==> config.mk <==
export PLATFORM = sky130hd
export DESIGN_NAME = tcs_timer
export DESIGN_NICKNAME = d
export VERILOG_FILES = /design/src/hw/tcs_timer.v
export VERILOG_INCLUDE_DIRS = /design/src /design/src/hw
export SDC_FILE = /design/constraint.sdc
export NUM_CORES = 1
export LEC_CHECK = 0
export BUFFER_PORTS_ARGS = -buffer_cell sky130_fd_sc_hd__buf_2
export CORE_ASPECT_RATIO = 0.7
export CORE_UTILIZATION = 65
export CTS_BUF_LIST = sky130_fd_sc_hd__clkbuf_2 sky130_fd_sc_hd__clkbuf_4 sky130_fd_sc_hd__clkbuf_8
export CTS_CLUSTER_DIAMETER = 100
export DETAILED_ROUTE_END_ITERATION = 10
export MAX_ROUTING_LAYER = met4
export PLACE_DENSITY = 0.95
export SYNTH_ARGS = -nofsm -noshare
export SYNTH_HDL_FRONTEND = slang
export SYNTH_SLANG_ARGS = --single-unit
==> constraint.sdc <==
create_clock -name pclk -period 3.2 [get_ports pclk]
set_clock_uncertainty 0.15 [all_clocks]
set_input_delay 0.48 -clock pclk [delete_from_list [all_inputs] [get_ports pclk]]
set_output_delay 0.48 -clock pclk [all_outputs]
set_load 0.05 [all_outputs]
==> src/hw/tcs_regs.vh <==
`ifndef TCS_REGS_VH
`define TCS_REGS_VH
// Register indices; byte address is four times the index
`define TCS_IDX_CTRL 8'h12
`define TCS_IDX_STAT 8'h13
`define TCS_IDX_CAP1H 8'h14
`define TCS_IDX_CAP1L 8'h15
`define TCS_IDX_CMP1H 8'h16
`define TCS_IDX_CMP1L 8'h17
`define TCS_IDX_CNTH 8'h18
`define TCS_IDX_CNTL 8'h19
`define TCS_IDX_ALTH 8'h1A
`define TCS_IDX_ALTL 8'h1B
`define TCS_IDX_CAP2H 8'h1C
`define TCS_IDX_CAP2L 8'h1D
`define TCS_IDX_CMP2H 8'h1E
`define TCS_IDX_CMP2L 8'h1F
// Control register fields
`define TCS_CTL_CAP_IE 7
`define TCS_CTL_CMP_IE 6
`define TCS_CTL_OVF_IE 5
`define TCS_CTL_FORCE2 4
`define TCS_CTL_FORCE1 3
`define TCS_CTL_LVL2 2
`define TCS_CTL_EDGE1 1
`define TCS_CTL_LVL1 0
// Status register fields
`define TCS_ST_CAP1 7
`define TCS_ST_CMP1 6
`define TCS_ST_OVF 5
`define TCS_ST_CAP2 4
`define TCS_ST_CMP2 3
// Reset values and timing
`define TCS_CNT_RESET 16'hFFFC
`define TCS_PRESCALE_MAX 2'h3
`endif

==> src/hw/tcs_timer.v <==
`include "tcs_regs.vh"
`default_nettype none
// Overview of the register view
// Every register is one byte wide and sits in the low byte of its word.
// The byte address of a register is four times its index.
// Upper bits of every read word are zero.
// Unmapped or misaligned accesses raise the error response.
// A refused access decodes paddr[9:2] alone: a misaligned or aliased one reaches that register; others write nothing and read zero.
// The slave never inserts wait states.
// Read data is loaded on the setup edge and stands until the next read.
//
// Control register
// Bit 7 enables the interrupt for both capture flags.
// Bit 6 enables the interrupt for both compare flags.
// Bit 5 enables the interrupt for the overflow flag.
// Bits 4 and 3 are force strobes; they are never stored and read zero.
// Bit 2 is the level for compare output two.
// Bit 1 selects the capture one edge: one is rising, zero is falling.
// Bit 0 is the level for compare output one.
// A force strobe takes the level from the same write, not the old one.
// That way one write can both set a new level and drive it out.
//
// Status register
// Bits 7 to 3 hold capture one, compare one, overflow, capture two and
// compare two; bits 2 to 0 read zero.
// Status is read only; writes to it are ignored.
//
// Flag clearing
// A status read arms only the flags that are set at that moment.
// The matching access then clears an armed flag.
// Capture flags clear on a read of their low byte.
// Compare flags clear on a read or a write of their low byte.
// Overflow clears on a read of the main counter low byte only.
// The alternate counter never clears overflow, so software that times
// intervals should use it when overflow interrupts matter.
// A flag event in the cycle of the clearing access keeps the flag set.
// Limitation: an arm is dropped by the matching access even if the flag
// was set again in between, so a fresh event needs a fresh status read.
//
// Counter
// The counter leaves reset four counts short of the wrap.
// It steps once every four clocks through a two-bit prescaler.
// Overflow is flagged on the step from all ones to zero.
// A write to either low counter byte reloads the reset value and the
// prescaler and ends any pending high-then-low read sequence.
// Reading a high counter byte freezes the low byte in a buffer until a
// low byte read; the buffer loads one clock after the high byte is sampled, so a carry at that step splits the pair.
//
// Compare channels
// Each compare is judged once per count, on the first clock of the count.
// Judging once keeps a match from firing four times per count.
// A write to a high byte inhibits the compare until the low byte write.
// A write to a low byte alone does not inhibit anything.
// The output latch takes the level bit on the same edge that sets the compare flag.
// The output latch is updated whether or not the flag was already set.
//
// Capture channels
// Each pin passes two flops before any logic reads it.
// An edge is therefore seen about three clocks after the pin moves.
// The stored value is one count ahead of the counter at detection.
// Capture one follows the edge select; capture two is falling only.
// Reading capture one high blocks new transfers until its low byte read.
// The flag is still set by a blocked edge, so software can see a miss.
// Capture and compare data registers hold no reset value.
// In simulation they read unknown until written or captured.
//
// Interrupt
// One level output, high while any enabled flag stands.
// It is combinational so it tracks flag and enable changes at once.
// Clearing an enable drops the request without touching the flag.
//
// Reset
// Reset is asynchronous and active low.
// Control, flags, arms, locks and output latches clear on reset.
// The counter loads its reset value and the prescaler clears.
// Low-power stop handling is not part of this block.
module tcs_timer (
  input wire pclk,
  input wire presetn,
  input wire psel,
  input wire penable,
  input wire pwrite,
  input wire [11:0] paddr,
  input wire [31:0] pwdata,
  output reg [31:0] prdata,
  output wire pready,
  output wire pslverr,
  input wire capture_one_pin,
  input wire capture_two_pin,
  output wire compare_one_pin,
  output wire compare_two_pin,
  output wire timer_irq
);
  wire [7:0] idx = paddr[9:2];
  wire acc = psel & penable;
  wire wr = acc & pwrite;
  wire rd = acc & ~pwrite;
  wire hit = (paddr[1:0] == 2'h0) && (paddr[11:10] == 2'h0) &&
             (idx >= `TCS_IDX_CTRL) && (idx <= `TCS_IDX_CMP2L);
  assign pready = 1'b1;
  assign pslverr = acc & ~hit;

  reg [7:0] ctrl_r;
  reg [4:0] flag_r;
  reg [4:0] armed_r;
  reg [15:0] cnt_r;
  reg [1:0] pre_r;
  reg [7:0] cnt_buf_r;
  reg cnt_hold_r;
  reg [15:0] cap1_r;
  reg [15:0] cap2_r;
  reg cap1_lock_r;
  reg [15:0] cmp1_r;
  reg [15:0] cmp2_r;
  reg cmp1_inh_r;
  reg cmp2_inh_r;
  reg lvl1_r;
  reg lvl2_r;
  reg [2:0] c1_sync_r;
  reg [2:0] c2_sync_r;

  // Pins pass two flops; the third stage only feeds edge detection
  // Reset low: rising-only edges appear while the pins settle, and no
  // enabled trigger is rising after reset, so no false capture follows it
  always @(posedge pclk or negedge presetn) begin
    if (!presetn) begin
      c1_sync_r <= 3'h0;
      c2_sync_r <= 3'h0;
    end else begin
      c1_sync_r <= {c1_sync_r[1:0], capture_one_pin};
      c2_sync_r <= {c2_sync_r[1:0], capture_two_pin};
    end
  end

  wire c1_rise = c1_sync_r[1] & ~c1_sync_r[2];
  wire c1_fall = ~c1_sync_r[1] & c1_sync_r[2];
  wire cap1_evt = ctrl_r[`TCS_CTL_EDGE1] ? c1_rise : c1_fall;
  wire cap2_evt = ~c2_sync_r[1] & c2_sync_r[2];

  // Counter step and wrap
  wire tick = (pre_r == `TCS_PRESCALE_MAX);
  wire wrap = tick & (cnt_r == 16'hFFFF);
  wire cnt_reload = wr & ((idx == `TCS_IDX_CNTL) || (idx == `TCS_IDX_ALTL));
  // Compare is judged once per counter step, on the first clock of the new count
  wire step0 = (pre_r == 2'h0);
  wire cmp1_evt = step0 & ~cmp1_inh_r & (cmp1_r == cnt_r);
  wire cmp2_evt = step0 & ~cmp2_inh_r & (cmp2_r == cnt_r);

  // Free-running counter with divide-by-four prescaler
  always @(posedge pclk or negedge presetn) begin
    if (!presetn) begin
      cnt_r <= `TCS_CNT_RESET;
      pre_r <= 2'h0;
    end else if (cnt_reload) begin
      cnt_r <= `TCS_CNT_RESET;
      pre_r <= 2'h0;
    end else begin
      pre_r <= pre_r + 2'h1;
      if (tick)
        cnt_r <= cnt_r + 16'h0001;
    end
  end

  // Counter high read freezes low byte until low byte read or reload
  always @(posedge pclk or negedge presetn) begin
    if (!presetn) begin
      cnt_hold_r <= 1'b0;
      cnt_buf_r <= 8'h00;
    end else if (cnt_reload) begin
      cnt_hold_r <= 1'b0;
    end else if (rd && (idx == `TCS_IDX_CNTH || idx == `TCS_IDX_ALTH)) begin
      if (!cnt_hold_r)
        cnt_buf_r <= cnt_r[7:0];
      cnt_hold_r <= 1'b1;
    end else if (rd && (idx == `TCS_IDX_CNTL || idx == `TCS_IDX_ALTL)) begin
      cnt_hold_r <= 1'b0;
    end
  end

  // Capture registers carry no reset, so contents survive it
  always @(posedge pclk) begin
    // The stored value is one count ahead of the counter at detection
    if (cap1_evt && !cap1_lock_r)
      cap1_r <= cnt_r + 16'h0001;
    if (cap2_evt)
      cap2_r <= cnt_r + 16'h0001;
    if (wr && idx == `TCS_IDX_CMP1H)
      cmp1_r[15:8] <= pwdata[7:0];
    if (wr && idx == `TCS_IDX_CMP1L)
      cmp1_r[7:0] <= pwdata[7:0];
    if (wr && idx == `TCS_IDX_CMP2H)
      cmp2_r[15:8] <= pwdata[7:0];
    if (wr && idx == `TCS_IDX_CMP2L)
      cmp2_r[7:0] <= pwdata[7:0];
  end

  // Capture lock and compare inhibit sequencing
  always @(posedge pclk or negedge presetn) begin
    if (!presetn) begin
      cap1_lock_r <= 1'b0;
      cmp1_inh_r <= 1'b0;
      cmp2_inh_r <= 1'b0;
    end else begin
      // Low read alone only releases; it never sets the lock
      if (rd && idx == `TCS_IDX_CAP1H)
        cap1_lock_r <= 1'b1;
      else if (rd && idx == `TCS_IDX_CAP1L)
        cap1_lock_r <= 1'b0;
      if (wr && idx == `TCS_IDX_CMP1H)
        cmp1_inh_r <= 1'b1;
      else if (wr && idx == `TCS_IDX_CMP1L)
        cmp1_inh_r <= 1'b0;
      if (wr && idx == `TCS_IDX_CMP2H)
        cmp2_inh_r <= 1'b1;
      else if (wr && idx == `TCS_IDX_CMP2L)
        cmp2_inh_r <= 1'b0;
    end
  end

  // Control register; force bits are strobes and never stored
  always @(posedge pclk or negedge presetn) begin
    if (!presetn)
      ctrl_r <= 8'h00;
    else if (wr && idx == `TCS_IDX_CTRL)
      ctrl_r <= pwdata[7:0] & 8'hE7;
  end

  wire force1 = wr & (idx == `TCS_IDX_CTRL) & pwdata[`TCS_CTL_FORCE1];
  wire force2 = wr & (idx == `TCS_IDX_CTRL) & pwdata[`TCS_CTL_FORCE2];

  // Output level latches; force writes the fresh level bit, flags untouched
  always @(posedge pclk or negedge presetn) begin
    if (!presetn) begin
      lvl1_r <= 1'b0;
      lvl2_r <= 1'b0;
    end else begin
      if (force1)
        lvl1_r <= pwdata[`TCS_CTL_LVL1];
      else if (cmp1_evt)
        lvl1_r <= ctrl_r[`TCS_CTL_LVL1];
      if (force2)
        lvl2_r <= pwdata[`TCS_CTL_LVL2];
      else if (cmp2_evt)
        lvl2_r <= ctrl_r[`TCS_CTL_LVL2];
    end
  end

  assign compare_one_pin = lvl1_r;
  assign compare_two_pin = lvl2_r;

  // Flag clear: status read arms the flags then set; matching access clears
  wire st_rd = rd & (idx == `TCS_IDX_STAT);
  wire [4:0] flag_set;
  wire [4:0] flag_acc;
  assign flag_set[4] = cap1_evt;
  assign flag_set[3] = cmp1_evt;
  assign flag_set[2] = wrap;
  assign flag_set[1] = cap2_evt;
  assign flag_set[0] = cmp2_evt;
  assign flag_acc[4] = rd & (idx == `TCS_IDX_CAP1L);
  assign flag_acc[3] = acc & (idx == `TCS_IDX_CMP1L);
  assign flag_acc[2] = rd & (idx == `TCS_IDX_CNTL);
  assign flag_acc[1] = rd & (idx == `TCS_IDX_CAP2L);
  assign flag_acc[0] = acc & (idx == `TCS_IDX_CMP2L);

  // Set wins over clear so an event at the clearing access is kept
  genvar g;
  generate
    for (g = 0; g < 5; g = g + 1) begin : g_flag
      always @(posedge pclk or negedge presetn) begin
        if (!presetn) begin
          flag_r[g] <= 1'b0;
          armed_r[g] <= 1'b0;
        end else begin
          if (flag_set[g])
            flag_r[g] <= 1'b1;
          else if (armed_r[g] && flag_acc[g])
            flag_r[g] <= 1'b0;
          if (st_rd)
            armed_r[g] <= flag_r[g];
          else if (flag_acc[g])
            armed_r[g] <= 1'b0;
        end
      end
    end
  endgenerate

  // One interrupt line, level while any enabled flag stands
  assign timer_irq = (ctrl_r[`TCS_CTL_CAP_IE] & (flag_r[4] | flag_r[1])) |
                     (ctrl_r[`TCS_CTL_CMP_IE] & (flag_r[3] | flag_r[0])) |
                     (ctrl_r[`TCS_CTL_OVF_IE] & flag_r[2]);

  // Read mux; indices outside the map read zero
  always @(posedge pclk or negedge presetn) begin
    if (!presetn)
      prdata <= 32'h00000000;
    else if (psel && !penable && !pwrite) begin
      if (idx == `TCS_IDX_CTRL)
        prdata <= {24'h000000, ctrl_r};
      else if (idx == `TCS_IDX_STAT)
        prdata <= {24'h000000, flag_r, 3'h0};
      else if (idx == `TCS_IDX_CAP1H)
        prdata <= {24'h000000, cap1_r[15:8]};
      else if (idx == `TCS_IDX_CAP1L)
        prdata <= {24'h000000, cap1_r[7:0]};
      else if (idx == `TCS_IDX_CMP1H)
        prdata <= {24'h000000, cmp1_r[15:8]};
      else if (idx == `TCS_IDX_CMP1L)
        prdata <= {24'h000000, cmp1_r[7:0]};
      else if (idx == `TCS_IDX_CNTH || idx == `TCS_IDX_ALTH)
        prdata <= {24'h000000, cnt_r[15:8]};
      else if (idx == `TCS_IDX_CNTL || idx == `TCS_IDX_ALTL)
        prdata <= {24'h000000, cnt_hold_r ? cnt_buf_r : cnt_r[7:0]};
      else if (idx == `TCS_IDX_CAP2H)
        prdata <= {24'h000000, cap2_r[15:8]};
      else if (idx == `TCS_IDX_CAP2L)
        prdata <= {24'h000000, cap2_r[7:0]};
      else if (idx == `TCS_IDX_CMP2H)
        prdata <= {24'h000000, cmp2_r[15:8]};
      else if (idx == `TCS_IDX_CMP2L)
        prdata <= {24'h000000, cmp2_r[7:0]};
      else
        prdata <= 32'h00000000;
    end
  end
endmodule // tcs_timer
`default_nettype wire

==> key figures, run 1 <==
Synth
  – Asr flop ratio synth: 49.2%
  – Post-Syn Area: 6600 um2
  – Mapped Cells: 608
  – Register area share after synthesis: 52.9%
  – Cell variety after synth: 62
  – Number of flops mapped to enable cells by yosys: 64
  – Flops & latches, synth: 126
  – Synth top area cells: edfxtp_1, dfrtp_1, dfstp_2
  – Avg Inst Size Synth: 10.9 um2
  – Synth warn: 0
  – Area leader, netlist: edfxtp_1
  – Share of Yosys cell area claimed by the top area cell type: 29.1%
  – Post-synth top flop: edfxtp_1

Power
  – Comb pwr share: 16.0%
  – Sw Share: 32.1%
  – Pint: 2.74 mW
  – Peak supply drop: 426 uV
  – Reg power frac: 51.4%
  – Power Dens Cells: 560 nW/um2
  – Clock share of power: 32.6%
  – Sw Pwr: 1.30 mW
  – Pleak: 2.90 nW

Drt
  – Routed len/inst: 24.0 um
  – DR pass1 iterations: 7
  – Antenna Nets Post-Route: 0
  – Starting DRT DRC Count: 841
  – Remaining DRCs: 0
  – Final wirelength: 18,800 um
  – Routed vias/inst: 6.65
  – Vias: 5,216

Global route
  – Maximum number of pins on one net before global-route repair: 39
  – First-pass GRT wire length: 28,400 um
  – Total GRT Usage: 39.6%
  – Initial antenna violation count: 0
  – GRT Residual Overflow: 0
  – Vias in the first global route: 4,957

Die
  – Starting Density: 67.6%
  – I/O pin count: 88
  – Core Box Area: 9760 um2
  – DIE HEIGHT: 86.3 um
  – Row cnt: 30
  – Die area: 10,600 um2
  – Die X: 122 um

STA
  – Max-slew violations: 0
  – Worst Hold Slack: 114 ps
  – Fmax achieved: 426 MHz
  – RSZ-0062 raised after global routing: no
  – Final setup TNS: 0 ps
  – Final Critical Period: 2350 ps
  – Final cycle utilization of the critical path: 73.3%
  – Worst slew pin tran: 776 ps
  – Final hold vios: 0
  – Final setup vio count: 0
  – Setup WS post-layout: 854 ps
  – Worst rel slew slack: 47.8%

Worst setup path
  – Worst endpoint required time: 3240 ps
  – Flop2flop setup slack: 850 ps
  – Critical path fanouts, max: 8
  – Arrival time at the worst endpoint: 2390 ps
  – Setup crit start kind: flop
  – Crit Path Category: flop to flop
  – CP Capture Type: flop

Flow run
  – Max cap viols: 0

Final layout
  – Nets: 697
  – Antenna diodes: 0
  – Area growth syn-to-layout: 9.48%
  – Share of cells above drive strength 1: 20.3%
  – Layout Cells excl Fill: 784

Placement
  – Placed instance count: 749
  – Placer Congestion: 0.996
  – Placement Setup Slack: 535 ps
  – Dpl hpwl: 13,700 um
  – I/O Buffers: 38

Clocking
  – # clock sinks: 126
  – Htree depth: 4
  – Post_cts resized: 0
  – Clock transition at the registers of the reported paths: 80 ps
  – Latest clock arrival within the worst-skew pair: 460 ps
  – Root buf cell: clkbuf_8
  – CTS tree: done
  – CTS Buf Count: 17
  – CTS Buffer Depth: 2

Status
  – Outcome: finished clean

Worst hold path
  – Worst Hold Class: primary input to flop
[cells in the mapped netlist, types with 12 or more instances]
master / instances
clkbuf_1: 32
inv_1: 17
dfrtp_1: 48
buf_4: 25
xnor2_1: 25
a21oi_1: 22
o21ai_0: 27
edfxtp_1: 64
mux2i_1: 16
dfstp_2: 14
nand3_1: 24
mux2_2: 20
nor2_1: 35
nor3_1: 12
nand2_1: 52
xor2_1: 32
[path summary, 6_finish.rpt]
| path | cells past startpoint | startpoint | to |
|---|---|---|---|
| hold reg to reg | 0 | c2_sync_r[0] | c2_sync_r[1] |
| min in group asynchronous | 2 | presetn | cnt_buf_r[5] |
| setup reg to reg | 5 | cnt_r[6] | cap2_r[15] |
| max in group asynchronous | 3 | presetn | cmp1_inh_r |
| hold / removal | 1 | pwdata[7] | cmp1_r[15] |
| setup / recovery | 5 | cnt_r[6] | cap2_r[15] |
[cell type report]
| type | instances | area, um2 |
|---|---|---|
| inverter | 18 | 67.6 |
| tap | 128 | 160 |
| timing repair buffer | 61 | 370 |
| fill | 672 | 2530 |
| clock inverter | 15 | 138 |
| sequential | 126 | 3490 |
| clock buffer | 17 | 234 |
| multi-input combinational | 419 | 2760 |
[registers in the layout, indices dropped and copies added (netlist names), 6 cells and up]
name       flops
cmp1_r        16
cnt_r         16
cnt_buf_r      8
ctrl_r         6
cap2_r        16
cap1_r        16
prdata         8
cmp2_r        16
[cells in the final DEF (no fill, tap or decap), types with 22 or more instances in the layout]
master and instances:
a21oi_1 22, buf_2 38, conb_1 25, dfrtp_1 48, edfxtp_1 64, nand2_1 52, nand3_1 24, nor2_1 35
o21ai_0 27, xnor2_1 25, xor2_1 32
[repair_timing]
| action | 4_1_cts | 5_1_grt |
|---|---|---|
| buffers inserted | 0 | 0 |
| endpoints found under the hold margin | 14 | 0 |
| hold buffers | 3 | 0 |
[stage by stage]
step	util (%)	total power, mW	area (um2)
final	74.0	4.04	7220
after global routing	74.0	4.16	7220
after CTS	74.0	4.03	7220
after detailed placement	69.9	2.72	6820
after global placement	69.9	2.69	6820
after floorplan	-	2.52	6690
[per-layer routing]
layer | global-route usage, % | share of wire, % | up-vias
li1 | - | - | 2206
met1 | 54.7 | 40 | 2547
met2 | 53.0 | 42 | 410
met3 | 15.6 | 15 | 53
met4 | 13.6 | 2.8 | 0
met5 | - | 0 | -
[critical path, stage by stage (launching register included)]
cell	delay [ps]
dfstp_2	710
and2_1	250
nand4_1	270
nor2_1	350
nand4_1	170
xnor2_1	170
[power groups by stage]
| stage | Combinational [mW] | Sequential [mW] | Clock (mW) |
|---|---|---|---|
| finish | 0.648 | 2.08 | 1.32 |
| global route | 0.699 | 2.08 | 1.38 |
| CTS | 0.640 | 2.07 | 1.32 |
| detailed placement | 0.626 | 2.10 | 0 |
| global placement | 0.601 | 2.09 | 0 |
| floorplan | 0.550 | 1.97 | 0 |
[cells by family (layout without fill, tap and decap cells)]
logic type,count (synthesis),count (layout),synth area share (%)
compound gates,108,108,10.9
xor+xnor,57,57,7.57
fa+ha+maj,3,3,0.569
buf+inv,86,111,6.52
flops,126,126,52.9
mux,40,40,7.21
other cells,2,25,0.114
simple gates,186,186,14.2
Note: power is estimated with default switching activity, not from simulation.
==> run 2, diff against run 1 <==
--- a/config.mk
+++ b/config.mk
@@ -6,14 +6,15 @@
 export SDC_FILE = /design/constraint.sdc
 export NUM_CORES = 1
 export LEC_CHECK = 0
+export ABC_AREA = 1
 export BUFFER_PORTS_ARGS = -buffer_cell sky130_fd_sc_hd__buf_2
 export CORE_ASPECT_RATIO = 0.7
-export CORE_UTILIZATION = 65
+export CORE_UTILIZATION = 54
 export CTS_BUF_LIST = sky130_fd_sc_hd__clkbuf_2 sky130_fd_sc_hd__clkbuf_4 sky130_fd_sc_hd__clkbuf_8
 export CTS_CLUSTER_DIAMETER = 100
 export DETAILED_ROUTE_END_ITERATION = 10
 export MAX_ROUTING_LAYER = met4
-export PLACE_DENSITY = 0.95
+export PLACE_DENSITY = 0.89
 export SYNTH_ARGS = -nofsm -noshare
 export SYNTH_HDL_FRONTEND = slang
 export SYNTH_SLANG_ARGS = --single-unit
==> constraint.sdc (replaced) <==
create_clock -name pclk -period 2.1 [get_ports pclk]
set_clock_uncertainty 0.15 [all_clocks]
set_input_delay 0.315 -clock pclk [delete_from_list [all_inputs] [get_ports pclk]]
set_output_delay 0.315 -clock pclk [all_outputs]
set_load 0.05 [all_outputs]
==> run 2 against run 1 <==
Combinational power grew to 3.1 times the previous value. Area after synthesis down 2.7%. Register-to-register slack worse by 850 ps. Critical path type unchanged. Routed wire length is 1.6% higher. Total power increased by 85%. Cell count is 28% higher. Critical endpoint is now cnt_r[15]. Via count grew 5.3%. Clock-buffer cell count rose by 1. Clock power up 67%. Utilization is 4.6 points lower.
==> key figures, run 2 <==
Synth
  – Share of Yosys cell area claimed by the top area cell type: 29.9% (+0.80 points)
  – Post-Syn Area: 6420 um2 (-2.7%)
  – Top post-synthesis cells by count: nand2_1, inv_1, edfxtp_1, nor2_1, dfrtp_1
  – Asr flop ratio synth: 49.2% (unchanged)
  – Synth top area cells: edfxtp_1, dfrtp_1, nand2_1
  – Mapped Cells: 711 (+17%)
  – Avg Inst Size Synth: 9.03 um2 (-17%)
  – Synth warn: 0 (unchanged)
  – Flops & latches, synth: 126 (unchanged)
  – Post-synth top flop: edfxtp_1
  – Number of flops mapped to enable cells by yosys: 64 (unchanged)
  – Area leader, netlist: edfxtp_1
  – Register area share after synthesis: 54.4% (+1.5 points)
  – Cell variety after synth: 43 (-31%)
  – Most frequent cell after synthesis: nand2_1

Worst setup path
  – Setup crit start kind: flop
  – Crit Path Category: flop to flop
  – Arrival time at the worst endpoint: 2320 ps (-70 ps)
  – Critical path fanouts, max: 4 (-4)
  – Worst endpoint required time: 2330 ps (-910 ps)
  – CP Capture Type: flop

STA
  – Final cycle utilization of the critical path: 99.6% (+26 points)
  – Final hold vios: 0 (unchanged)
  – Final setup TNS: 0 ps (unchanged)
  – RSZ-0062 raised after global routing: yes
  – Setup WS post-layout: 8.27 ps (-845 ps)
  – Final setup vio count: 0 (unchanged)
  – Max-slew violations: 0 (unchanged)
  – Final Critical Period: 2090 ps (-255 ps)
  – Worst Hold Slack: 171 ps (+57.0 ps)
  – Fmax achieved: 478 MHz (+12%)

Global route
  – Initial antenna violation count: 1 (+1)
  – GRT Residual Overflow: 0 (unchanged)
  – Maximum number of pins on one net before global-route repair: 63 (+62%)
  – First-pass GRT wire length: 28,700 um (+1.0%)
  – Total GRT Usage: 33.2% (-6.4 points)
  – Vias in the first global route: 5,159 (+4.1%)

Drt
  – Antenna Nets Post-Route: 0 (unchanged)
  – Remaining DRCs: 0 (unchanged)
  – DR pass1 iterations: 6 (-1)
  – Routed len/inst: 19.0 um (-21%)
  – Vias: 5,492 (+5.3%)
  – Routed vias/inst: 5.46 (-18%)
  – Final wirelength: 19,100 um (+1.6%)
  – Starting DRT DRC Count: 804 (-4.4%)

Power
  – Total power: 7.47 mW (+85%)
  – Pleak: 3.61 nW (+25%)
  – Peak supply drop: 750 uV (+76%)
  – Power Dens Cells: 953 nW/um2 (+70%)

Die
  – Core Box Area: 11,300 um2 (+16%)
  – Die X: 132 um (+8.1%)
  – Row cnt: 32 (+6.7%)
  – Starting Density: 56.9% (-11 points)
  – DIE HEIGHT: 93.2 um (+8.0%)
  – I/O pin count: 88 (unchanged)
  – Die area: 12,300 um2 (+17%)

Final layout
  – Area growth syn-to-layout: 22.1%
  – Most common cell after layout, fill and taps aside: nand2_1
  – Commonest non-fill, non-tap cells in the layout: nand2_1, inv_1, buf_4
  – Share of cells above drive strength 1: 25.0% (+4.8 points)
  – Nets: 892 (+28%)
  – Final Util: 69.5% (-4.6 points)

Clocking
  – CTS tree: done
  – CTS Buf Count: 17 (unchanged)
  – Root buf cell: clkbuf_8
  – CTS Buffer Depth: 2 (unchanged)
  – Clock transition at the registers of the reported paths: 80 ps (about the same)
  – # clock sinks: 126 (unchanged)
  – Latest clock arrival within the worst-skew pair: 470 ps (about the same)
  – Htree depth: 4 (unchanged)

Placement
  – Dpl hpwl: 14,100 um (+2.8%)
  – Placer Congestion: 1.02 (+2.8%)
  – Placement Setup Slack: -98.1 ps (-634 ps)
  – I/O Buffers: 38 (unchanged)

Worst hold path
  – Worst Hold Class: primary input to flop

Status
  – Outcome: finished clean

Flow run
  – Max cap viols: 0 (unchanged)
==> run 2: power by group <==
group	total [mW]	switching (mW)	leakage (nW)	internal, mW
Combinational	1.98	1.27	2.09	0.708
Sequential	3.30	0.233	1.31	3.07
Clock	2.20	1.09	0.204	1.10
==> run 2: metal layers <==
metal	GRT usage (%)	part of all wire, %	wire (um)
met4	9.96	2.3	447
met2	45.7	42	7960
met1	46.7	42	8060
met3	10.6	14	2670
met5	-	0	0
==> run 2: final cells by class <==
cell class / instances / area, um2
well taps: 153 / 191
diodes: 1 / 2.50
fillers: 845 / 3450
clock buffers: 18 / 248
inverters: 88 / 334
flip-flops and latches: 126 / 3490
clock inverters: 14 / 156
multi-input cells: 482 / 2540
repair buffers: 123 / 881
==> run 2: final timing paths <==
path | startpoint | endpoint | slack (ps) | cells past startpoint
max | cnt_r[2] | cnt_r[15] | 8 | 8
min | penable | prdata[5] | 170 | 5
max reg2reg | cnt_r[2] | cnt_r[15] | 8 | 8
min reg2reg | c2_sync_r[0] | c2_sync_r[1] | 200 | 0
max in group asynchronous | presetn | cnt_r[12] | 1220 | 3
min in group asynchronous | presetn | cnt_r[0] | 250 | 3
==> run 2: timing repair <==
action | in CTS | in global routing
buffers inserted | 3 | 1
hold buffers | 11 | 0
cloned | 0 | 0
gates resized for setup | 6 | 14
pin swaps | 5 | 7
setup endpoints to repair | 9 | 20
endpoints found under the hold margin | 83 | 0
==> run 2: logic make-up (layout without fill, tap and decap cells) <==
logic type	Yosys count	after routing	share of synthesized area, %
AOI/OAI and AO/OA	75	75	6.76
and+or+nand+nor	343	343	24.1
buffers and inverters	126	243	8.98
muxes	3	3	0.643
other	2	26	0.117
adders and majority gates	3	3	0.585
DFF	126	126	54.4
xor gates and xnor gates	33	33	4.50
==> run 2: critical path, cell delays in order (launching register included) <==
cell,delay (ps)
dfstp_2,580
nand3_1,90
nor2_1,140
nand2_1,120
nor3b_4,220
nand4_1,190
xor2_2,280
nand2_1,110
o211ai_1,120
==> run 2: per-stage QoR <==
stage	area (um2)	cells
2_1_floorplan	6510	734
3_5_place_dp	7190	957
6_report	7840	1005
5_1_grt	7840	1005
4_1_cts	7760	1003
3_3_place_gp	7190	957
